$ cat config.mk
export PLATFORM = sky130hd
export DESIGN_NAME = sfpi_pins
export DESIGN_NICKNAME = d
export VERILOG_FILES = /design/src/sfpi_pkg.sv /design/src/sfpi_sync.sv /design/src/sfpi_buf.sv /design/src/sfpi_pins.sv
export SDC_FILE = /design/constraint.sdc
export NUM_CORES = 1
export LEC_CHECK = 0
export BUFFER_PORTS_ARGS = -buffer_cell sky130_fd_sc_hd__buf_2
export CAP_MARGIN = 15
export CORE_UTILIZATION = 55
export DETAILED_ROUTE_END_ITERATION = 6
export GPL_ROUTABILITY_DRIVEN = 0
export PLACE_DENSITY = 0.76
export SLEW_MARGIN = 30
export SYNTH_ARGS = -nofsm -noshare
export SYNTH_HDL_FRONTEND = slang
export SYNTH_SLANG_ARGS = --single-unit
$ cat constraint.sdc
create_clock -name clk_sys_i -period 5.9 [get_ports clk_sys_i]
set_clock_uncertainty 0.15 [all_clocks]
set_input_delay 0.295 -clock clk_sys_i [delete_from_list [all_inputs] [get_ports clk_sys_i]]
set_output_delay 0.295 -clock clk_sys_i [all_outputs]
set_load 0.02 [all_outputs]
$ cat src/sfpi_pkg.sv
// Shared constants and types of the serial flash pin front end
package sfpi_pkg;
	// Data path
	localparam int SFPI_DATA_W = 8;
	localparam int SFPI_BUF_DEPTH = 2;
	localparam int SFPI_CNT_W = 3;
	localparam int SFPI_LANES = 4;
	localparam int SFPI_SYNC_W = 6;

	// Lane positions on the pin vector
	localparam int SFPI_LANE_SI = 0;
	localparam int SFPI_LANE_SO = 1;
	localparam int SFPI_LANE_WP = 2;
	localparam int SFPI_LANE_PAUSE = 3;

	// Positions of the pin inputs inside the synchroniser vector
	localparam int SFPI_SYNC_SCLK = 4;
	localparam int SFPI_SYNC_CS = 5;

	// Lane-3 function select values
	localparam logic SFPI_LANE3_PAUSE = 1'b0;
	localparam logic SFPI_LANE3_RESET = 1'b1;

	// Output enables per lane mode
	localparam logic [3:0] SFPI_OE_SINGLE = 4'h2;
	localparam logic [3:0] SFPI_OE_DUAL = 4'h3;
	localparam logic [3:0] SFPI_OE_QUAD = 4'hf;
	localparam logic [3:0] SFPI_OE_NONE = 4'h0;

	// Values after reset and idle fill
	localparam logic [3:0] SFPI_LANE_RST = 4'h0;
	localparam logic [7:0] SFPI_TX_FILL = 8'hff;
	localparam logic [7:0] SFPI_BYTE_RST = 8'h00;
	localparam logic [2:0] SFPI_CNT_RST = 3'h0;

	// Hardware reset recognition time
	localparam int SFPI_CLK_PERIOD_NS = 20;
	localparam int SFPI_T_RESET_NS = 1000;
	localparam int SFPI_RESET_CYCLES = (SFPI_T_RESET_NS + SFPI_CLK_PERIOD_NS - 1) / SFPI_CLK_PERIOD_NS;
	localparam int SFPI_RST_CNT_W = 6;
	localparam logic [5:0] SFPI_RST_CNT_MAX = 6'(SFPI_RESET_CYCLES);
	localparam logic [5:0] SFPI_RST_CNT_RST = 6'h00;

	typedef enum logic [1:0] {SFPI_MODE_SINGLE, SFPI_MODE_DUAL, SFPI_MODE_QUAD} sfpi_mode_t;
endpackage

$ cat src/sfpi_sync.sv
// Two-flop synchroniser for pin inputs
`timescale 1ns/10ps
module sfpi_sync #(
	parameter int W = 6
) (
	// Clock and reset
	input wire logic clk_sys_i,
	input wire logic rst_n_i,
	input wire logic ce_i,
	// Data
	input wire logic [W-1:0] async_i,
	output logic [W-1:0] sync_o
);
	import sfpi_pkg::*;

	logic [W-1:0] meta_reg;

	// First stage is read by the second stage only
	always_ff @(posedge clk_sys_i or negedge rst_n_i)
		if (!rst_n_i)
		begin
			meta_reg <= '0;
			sync_o <= '0;
		end
		else if (ce_i)
		begin
			meta_reg <= async_i;
			sync_o <= meta_reg;
		end
endmodule // sfpi_sync

$ cat src/sfpi_buf.sv
// Two-entry buffer with valid and ready on both sides
`timescale 1ns/10ps
module sfpi_buf #(
	parameter int W = 8,
	parameter int DEPTH = 2
) (
	// Clock and reset
	input wire logic clk_sys_i,
	input wire logic rst_n_i,
	input wire logic ce_i,
	// Fill side
	input wire logic [W-1:0] in_data_i,
	input wire logic in_valid_i,
	output logic in_ready_o,
	// Drain side
	output logic [W-1:0] out_data_o,
	output logic out_valid_o,
	input wire logic out_ready_i
);
	import sfpi_pkg::*;

	logic [W-1:0] mem_reg [DEPTH];
	logic [1:0] count_reg;
	logic [1:0] count_next;
	wire push = in_valid_i && in_ready_o;
	wire pop = out_valid_o && out_ready_i;
	wire full = (count_reg == 2'(DEPTH));

	// Entry 0 is always the head, so the read data leave a register
	assign out_data_o = mem_reg[0];
	assign in_ready_o = !full;
	assign count_next = count_reg + 2'(push) - 2'(pop);

	always_ff @(posedge clk_sys_i or negedge rst_n_i)
		if (!rst_n_i)
		begin
			count_reg <= 2'h0;
			out_valid_o <= 1'b0;
			mem_reg[0] <= '0;
			mem_reg[1] <= '0;
		end
		else if (ce_i)
		begin
			count_reg <= count_next;
			out_valid_o <= (count_next != 2'h0);
			if (pop)
				mem_reg[0] <= (push && count_reg == 2'h1) ? in_data_i : mem_reg[1];
			else if (push && count_reg == 2'h0)
				mem_reg[0] <= in_data_i;
			if (push && (count_reg == 2'h2 || (count_reg == 2'h1 && !pop)))
				mem_reg[1] <= in_data_i;
		end
endmodule // sfpi_buf

$ cat src/sfpi_pins.sv
// Pin-level front end of a serial NOR flash slave
`timescale 1ns/10ps
module sfpi_pins (
	// Clock, reset, enable
	input wire logic clk_sys_i,
	input wire logic rst_n_i,
	input wire logic ce_i,
	// Flash pins
	input wire logic sclk_i,
	input wire logic cs_n_i,
	input wire logic [3:0] io_lane_i,
	output logic [3:0] io_lane_o,
	output logic [3:0] io_lane_oe_o,
	// Configuration
	input wire logic quad_enable_i,
	input wire logic hold_or_reset_select_i,
	input wire logic status_protect_i,
	// Command side control
	input wire sfpi_pkg::sfpi_mode_t lane_mode_i,
	input wire logic drive_out_i,
	// Received bytes
	output logic [7:0] rx_data_o,
	output logic rx_valid_o,
	input wire logic rx_ready_i,
	// Bytes to send
	input wire logic [7:0] tx_data_i,
	input wire logic tx_valid_i,
	output logic tx_ready_o,
	// Status
	output logic selected_o,
	output logic frame_start_o,
	output logic frame_end_o,
	output logic paused_o,
	output logic cmd_block_o,
	output logic hw_reset_o,
	output logic status_wr_block_o,
	output logic quad_reject_o,
	output logic rx_overrun_o
);
	import sfpi_pkg::*;

	// Bits moved per clock in each lane mode
	function automatic logic [2:0] lane_width(input sfpi_mode_t m);
		unique case (m)
			SFPI_MODE_SINGLE: lane_width = 3'h1;
			SFPI_MODE_DUAL: lane_width = 3'h2;
			SFPI_MODE_QUAD: lane_width = 3'h4;
			default: lane_width = 3'h1;
		endcase
	endfunction

	logic rst_meta_reg;
	logic rst_sync_reg;
	logic [SFPI_SYNC_W-1:0] sync_s;
	logic sclk_d_reg;
	logic cs_d_reg;
	logic armed_reg;
	logic sel_reg;
	logic paused_reg;
	logic [SFPI_RST_CNT_W-1:0] rst_cnt_reg;
	logic [SFPI_RST_CNT_W-1:0] rst_cnt_next;
	logic [2:0] bit_cnt_reg;
	logic [2:0] bit_cnt_next;
	logic [7:0] rx_sh_reg;
	logic [7:0] rx_sh_next;
	logic [7:0] tx_sh_reg;
	logic [7:0] tx_sh_next;
	logic [3:0] lane_out_next;
	logic [3:0] oe_next;
	logic [7:0] pend_data_reg;
	logic pend_valid_reg;
	logic buf_in_ready;
	logic [7:0] buf_data;
	logic buf_valid;
	sfpi_mode_t mode_eff;

	// Reset release through two flops
	always_ff @(posedge clk_sys_i or negedge rst_n_i)
		if (!rst_n_i)
		begin
			rst_meta_reg <= 1'b0;
			rst_sync_reg <= 1'b0;
		end
		else
		begin
			rst_meta_reg <= 1'b1;
			rst_sync_reg <= rst_meta_reg;
		end

	sfpi_sync #(
		.W(SFPI_SYNC_W)
	) u_sync (
		.clk_sys_i(clk_sys_i),
		.rst_n_i(rst_sync_reg),
		.ce_i(ce_i),
		.async_i({cs_n_i, sclk_i, io_lane_i}),
		.sync_o(sync_s)
	);

	wire [3:0] lane_s = sync_s[SFPI_LANES-1:0];
	wire sclk_s = sync_s[SFPI_SYNC_SCLK];
	wire cs_n_s = sync_s[SFPI_SYNC_CS];
	wire sclk_rise = sclk_s && !sclk_d_reg;
	wire sclk_fall = !sclk_s && sclk_d_reg;
	wire cs_fall = !cs_n_s && cs_d_reg;
	wire cs_rise = cs_n_s && !cs_d_reg;
	// Frame opens only once select was seen high since reset
	wire frame_open = cs_fall && armed_reg;

	// Pin roles follow quad_enable and the lane-3 select bit
	wire quad_req = (lane_mode_i == SFPI_MODE_QUAD);
	wire quad_bad = quad_req && !quad_enable_i;
	wire pin_fn_ok = !quad_enable_i;
	wire pause_fn = pin_fn_ok && (hold_or_reset_select_i == SFPI_LANE3_PAUSE);
	wire reset_fn = pin_fn_ok && (hold_or_reset_select_i == SFPI_LANE3_RESET);
	wire reset_low = reset_fn && !lane_s[SFPI_LANE_PAUSE];
	wire wp_low = pin_fn_ok && !lane_s[SFPI_LANE_WP];
	wire pause_req = pause_fn && !lane_s[SFPI_LANE_PAUSE] && sel_reg;
	// Pause state follows the pin only while the serial clock is low
	wire pause_move = (pause_req != paused_reg) && !sclk_s;

	// A refused quad request falls back to single lane use
	assign mode_eff = quad_bad ? SFPI_MODE_SINGLE : lane_mode_i;
	wire [2:0] width = lane_width(mode_eff);
	wire active = sel_reg && !paused_reg && !reset_low;
	wire take_bit = active && sclk_rise && !drive_out_i;
	wire give_bit = active && sclk_fall && drive_out_i;

	// Inbound shift, lane 1 or 3 holds the earlier bit
	wire [7:0] rx_sh1 = {rx_sh_reg[6:0], lane_s[SFPI_LANE_SI]};
	wire [7:0] rx_sh2 = {rx_sh_reg[5:0], lane_s[1:0]};
	wire [7:0] rx_sh4 = {rx_sh_reg[3:0], lane_s[3:0]};
	assign rx_sh_next = (width == 3'h4) ? rx_sh4 : (width == 3'h2) ? rx_sh2 : rx_sh1;

	// Widths 1, 2 and 4 all divide a byte, so the count wraps to zero
	assign bit_cnt_next = bit_cnt_reg + width;
	wire byte_done = (bit_cnt_next == SFPI_CNT_RST);
	wire rx_byte = take_bit && byte_done;

	// Outbound shift; a new byte is fetched at each byte boundary
	wire tx_fetch = give_bit && (bit_cnt_reg == SFPI_CNT_RST);
	wire [7:0] tx_word = tx_valid_i ? tx_data_i : SFPI_TX_FILL;
	wire [7:0] tx_src = (bit_cnt_reg == SFPI_CNT_RST) ? tx_word : tx_sh_reg;
	assign tx_sh_next = tx_src << width;
	wire [3:0] lane_single = {2'h0, tx_src[7], 1'b0};
	wire [3:0] lane_dual = {2'h0, tx_src[7:6]};
	wire [3:0] lane_quad = tx_src[7:4];
	assign lane_out_next = (width == 3'h4) ? lane_quad : (width == 3'h2) ? lane_dual : lane_single;

	// Lanes are driven only while selected, unpaused and sending
	wire [3:0] oe_mode = (width == 3'h4) ? SFPI_OE_QUAD : (width == 3'h2) ? SFPI_OE_DUAL : SFPI_OE_SINGLE;
	assign oe_next = (active && drive_out_i && !cs_n_s) ? oe_mode : SFPI_OE_NONE;

	// A byte waits here until the buffer takes it; the next byte may not
	wire pend_take = pend_valid_reg && buf_in_ready;
	wire overrun_evt = rx_byte && pend_valid_reg && !buf_in_ready;

	// Reset pin low time counter
	wire rst_cnt_full = (rst_cnt_reg == SFPI_RST_CNT_MAX);
	assign rst_cnt_next = !reset_low ? SFPI_RST_CNT_RST : rst_cnt_full ? rst_cnt_reg : rst_cnt_reg + 6'h01;

	// Frame and pause control
	always_ff @(posedge clk_sys_i or negedge rst_sync_reg)
		if (!rst_sync_reg)
		begin
			sclk_d_reg <= 1'b0;
			cs_d_reg <= 1'b1;
			armed_reg <= 1'b0;
			sel_reg <= 1'b0;
			paused_reg <= 1'b0;
			frame_start_o <= 1'b0;
			frame_end_o <= 1'b0;
		end
		else if (ce_i)
		begin
			sclk_d_reg <= sclk_s;
			cs_d_reg <= cs_n_s;
			if (cs_n_s)
				armed_reg <= 1'b1;
			frame_start_o <= frame_open;
			frame_end_o <= cs_rise && sel_reg;
			if (frame_open)
				sel_reg <= 1'b1;
			else if (cs_rise)
				sel_reg <= 1'b0;
			// Deselect during a pause drops the pause with the frame
			if (!sel_reg || cs_n_s)
				paused_reg <= 1'b0;
			else if (pause_move)
				paused_reg <= pause_req;
		end

	// Shift state; frozen but kept while paused
	always_ff @(posedge clk_sys_i or negedge rst_sync_reg)
		if (!rst_sync_reg)
		begin
			bit_cnt_reg <= SFPI_CNT_RST;
			rx_sh_reg <= SFPI_BYTE_RST;
			tx_sh_reg <= SFPI_BYTE_RST;
			io_lane_o <= SFPI_LANE_RST;
			tx_ready_o <= 1'b0;
		end
		else if (ce_i)
		begin
			tx_ready_o <= tx_fetch && tx_valid_i;
			if (cs_rise || frame_open)
			begin
				bit_cnt_reg <= SFPI_CNT_RST;
				rx_sh_reg <= SFPI_BYTE_RST;
				tx_sh_reg <= SFPI_BYTE_RST;
			end
			else if (take_bit)
			begin
				bit_cnt_reg <= bit_cnt_next;
				rx_sh_reg <= rx_sh_next;
			end
			else if (give_bit)
			begin
				bit_cnt_reg <= bit_cnt_next;
				tx_sh_reg <= tx_sh_next;
				io_lane_o <= lane_out_next;
			end
		end

	// Received byte holding stage
	always_ff @(posedge clk_sys_i or negedge rst_sync_reg)
		if (!rst_sync_reg)
		begin
			pend_data_reg <= SFPI_BYTE_RST;
			pend_valid_reg <= 1'b0;
			rx_overrun_o <= 1'b0;
		end
		else if (ce_i)
		begin
			if (rx_byte && (!pend_valid_reg || buf_in_ready))
			begin
				pend_data_reg <= rx_sh_next;
				pend_valid_reg <= 1'b1;
			end
			else if (pend_take)
				pend_valid_reg <= 1'b0;
			// Set wins over the clear at a new frame
			if (overrun_evt)
				rx_overrun_o <= 1'b1;
			else if (frame_open)
				rx_overrun_o <= 1'b0;
		end

	// Status outputs and lane enables
	always_ff @(posedge clk_sys_i or negedge rst_sync_reg)
		if (!rst_sync_reg)
		begin
			io_lane_oe_o <= SFPI_OE_NONE;
			selected_o <= 1'b0;
			paused_o <= 1'b0;
			cmd_block_o <= 1'b0;
			hw_reset_o <= 1'b0;
			status_wr_block_o <= 1'b0;
			quad_reject_o <= 1'b0;
			rst_cnt_reg <= SFPI_RST_CNT_RST;
		end
		else if (ce_i)
		begin
			io_lane_oe_o <= oe_next;
			selected_o <= sel_reg;
			paused_o <= paused_reg;
			rst_cnt_reg <= rst_cnt_next;
			cmd_block_o <= reset_low;
			hw_reset_o <= reset_low && rst_cnt_full;
			status_wr_block_o <= wp_low && status_protect_i;
			quad_reject_o <= quad_bad;
		end

	sfpi_buf #(
		.W(SFPI_DATA_W),
		.DEPTH(SFPI_BUF_DEPTH)
	) u_rx_buf (
		.clk_sys_i(clk_sys_i),
		.rst_n_i(rst_sync_reg),
		.ce_i(ce_i),
		.in_data_i(pend_data_reg),
		.in_valid_i(pend_valid_reg),
		.in_ready_o(buf_in_ready),
		.out_data_o(buf_data),
		.out_valid_o(buf_valid),
		.out_ready_i(rx_ready_i)
	);

	assign rx_data_o = buf_data;
	assign rx_valid_o = buf_valid;
endmodule // sfpi_pins

==> flow_summary.ini <==
[yosys]
synthCells = 393
avgSynthCellArea_um2 = 11.0
ys_ff_latch = 88
synthTopCellsByArea = dfrtp_1 (50%), mux2_2 (9.6%), mux2i_1 (5.1%)
netlist-cell-type-count = 57
synth_area_mm2 = 0.00433
synthesis.nets = 425
synth_ff_type = dfrtp_1
yosysWarnings = 0
synth_top_area_frac = 0.503
ys_seq_area_frac = 0.509
async_reset_ff_frac = 1.00
synth_commonest_cells = dfrtp_1 (87), nand2_1 (45), mux2_2 (37)
synth_most_common_cell = dfrtp_1
synth_edf_count = 0
yosysTopAreaCell = dfrtp_1

[timing]
timing_worst_slew_pin_value_ns = 0.923
fmax_ghz = 0.310
finalCritPeriodShare = 0.546
layout_setup_ws_ns = 2.68
period_needed_ns = 3.22
hold_viol_final = 0
slew_headroom = 0.380
timing.setup.tns_ns = 0
drv_slew = 0
rsz0062_at_grt = false
setup_viol = 0

[power_and_ir_drop]
leakage_nw = 2.39
peakVddDrop_mv = 0.165
power_frac_clock = 0.284
combPwrFrac = 0.233
switching_share = 0.316
power_density_mw_per_mm2 = 309
power_frac_seq = 0.484
total_power_mw = 1.50
switchingPower_mw = 0.472
p_int_mw = 1.02

[clocking]
clk-insertion-delay-late_ns = 0.36
cts_resized = 0
path_clk_slew_ns = 0.09
cts_max_path_buffers = 2
cts_tree = yes
cts_num_sinks = 88
cts-buffers-inserted = 9
cts_root_buffer = clkbuf_8
htreeDepth = 3

[placed_design]
post_dp_cell_area_mm2 = 0.00460
dp_slack_ns = 2.29
portBuffers = 51
dp_hpwl_um = 5620

[global_routing]
grt_max_degree = 47
overflow = 0
first_global_vias = 2918
grt_usage = 0.215
grt_pass1_wl_um = 14000
antenna_found_initial = 0

[finish]
post-route-cell-area_mm2 = 0.00485
nets = 468
num_antenna_cells = 0
drive_above_1_share = 0.263
areaGrowthSynthToFinish_pct = 11.9

[worst_hold_path]
hp-class = in2reg
holdPathStages = 2
min_to = quad_reject_o$_DFFE_PN0P_
min_from = lane_mode_i[0]

[drt]
ant_nets = 0
wl_um = 8020
drt_first_pass_iters = 6
via_per_inst = 5.55
routedWlPerCell_um = 14.8
drc_errors = 0
vias = 2997
drt_iter0_drc = 222

[setup_path]
cp_data_required_time_ns = 5.99
start_kind = input port
rr_endpoint = pend_data_reg[0]$_DFFE_PN0P_
worstSetupEndpointType = flip-flop
cp_max_fo = 14
r2r_cells = 7
cp_data_arrival_time_ns = 3.31
reg2reg_from = bit_cnt_reg[0]$_DFFE_PN0P_
critical_path_class = in2reg
ff2ff_setup_slack_ns = 2.99

[floorplan]
initial_core_util = 0.582
die_w_um = 90.7
die_h_um = 90.7
io_pins = 52
fp-row-count = 31
coreArea_mm2 = 0.00745
die-area_mm2 = 0.00823

[run]
max_cap_viol_count = 0

[outcome]
status = finished clean
-- cell usage in the layout (no fill, tap or decap), types with 4 or more instances in the layout --
| cell | Yosys | final |
|---|---|---|
| nand2b_1 | 11 | 11 |
| nand3_1 | 4 | 4 |
| mux2i_1 | 22 | 22 |
| dlygate4sd3_1 | 0 | 4 |
| buf_2 | 1 | 51 |
| nor3_1 | 5 | 5 |
| ha_1 | 6 | 6 |
| dfrtp_1 | 87 | 86 |
| nand2_1 | 45 | 45 |
| mux2_2 | 37 | 37 |
| xor2_1 | 5 | 5 |
| a22o_1 | 12 | 12 |
| nor2_1 | 19 | 19 |
| o21ai_0 | 33 | 33 |
| clkbuf_8 | 0 | 10 |
| inv_1 | 16 | 16 |
-- cells by family (layout without fill, tap and decap cells) --
family	Yosys count	after routing	share of synthesized area
mux	60	60	0.152
fa+ha+maj	7	7	0.0220
simple gates	110	110	0.132
compound gates	78	78	0.120
buf+inv	40	88	0.0445
xor+xnor	9	9	0.0199
flops	88	88	0.509
other cells	1	1	0.000866
-- stage by stage --
stage          hold slack, ns   util  std cells
2_1_floorplan          -0.151      -        393
3_3_place_gp          -0.0700  0.615        519
3_5_place_dp          -0.0685  0.618        520
4_1_cts               0.00209  0.647        537
5_1_grt                0.0122  0.651        540
6_report               0.0182  0.651        540
-- layout make-up --
cell class / count / area [um^2]
repair buffers: 56 / 315
well taps: 99 / 124
fillers: 639 / 2600
clock buffers: 10 / 138
multi-input cells: 265 / 1940
inverters: 16 / 60.1
flip-flops and latches: 88 / 2210
clock inverters: 6 / 66.3
-- metal layers --
metal | share of wire | routed length, um | global-route usage | up-vias
met5 | 0 | 0 | 0 | -
met4 | 0.013 | 104 | 0.0618 | 0
met2 | 0.47 | 3800 | 0.337 | 63
met3 | 0.037 | 295 | 0.0471 | 12
li1 | - | - | - | 1465
met1 | 0.48 | 3820 | 0.300 | 1457
-- power by group through the flow --
stage	Combinational [mW]	Sequential (mW)	Clock [mW]
global placement	0.331	0.737	0
CTS	0.351	0.723	0.434
floorplan	0.244	0.749	0
global route	0.387	0.735	0.468
detailed placement	0.347	0.735	0
finish	0.348	0.723	0.424
-- critical path: stages --
cell,delay [ns]
buf_2,0.10
nand2b_1,0.56
inv_1,0.30
fa_1,0.50
xnor2_2,0.17
xnor2_1,0.18
or4_4,0.45
nor3_4,0.37
mux2_2,0.38
-- worst max path at each step --
stage | start | end | slack, ns | cells after the start
global route | lane_mode_i[1] | pend_data_reg[6]$_DFFE_PN0P_ | 2.52 | 9
global placement | lane_mode_i[1] | pend_data_reg[7]$_DFFE_PN0P_ | 2.41 | 9
finish | lane_mode_i[1] | pend_data_reg[0]$_DFFE_PN0P_ | 2.68 | 9
floorplan | lane_mode_i[0] | pend_data_reg[0]$_DFFE_PN0P_ | 2.87 | 9
detailed placement | lane_mode_i[1] | pend_data_reg[0]$_DFFE_PN0P_ | 2.29 | 9
CTS | lane_mode_i[1] | pend_data_reg[0]$_DFFE_PN0P_ | 2.67 | 9
-- repair_timing --
item	4_1_cts	5_1_grt
buffers inserted	0	0
endpoints found under the hold margin	2	3
hold buffers	1	3
(Power assumes the default switching activity.)
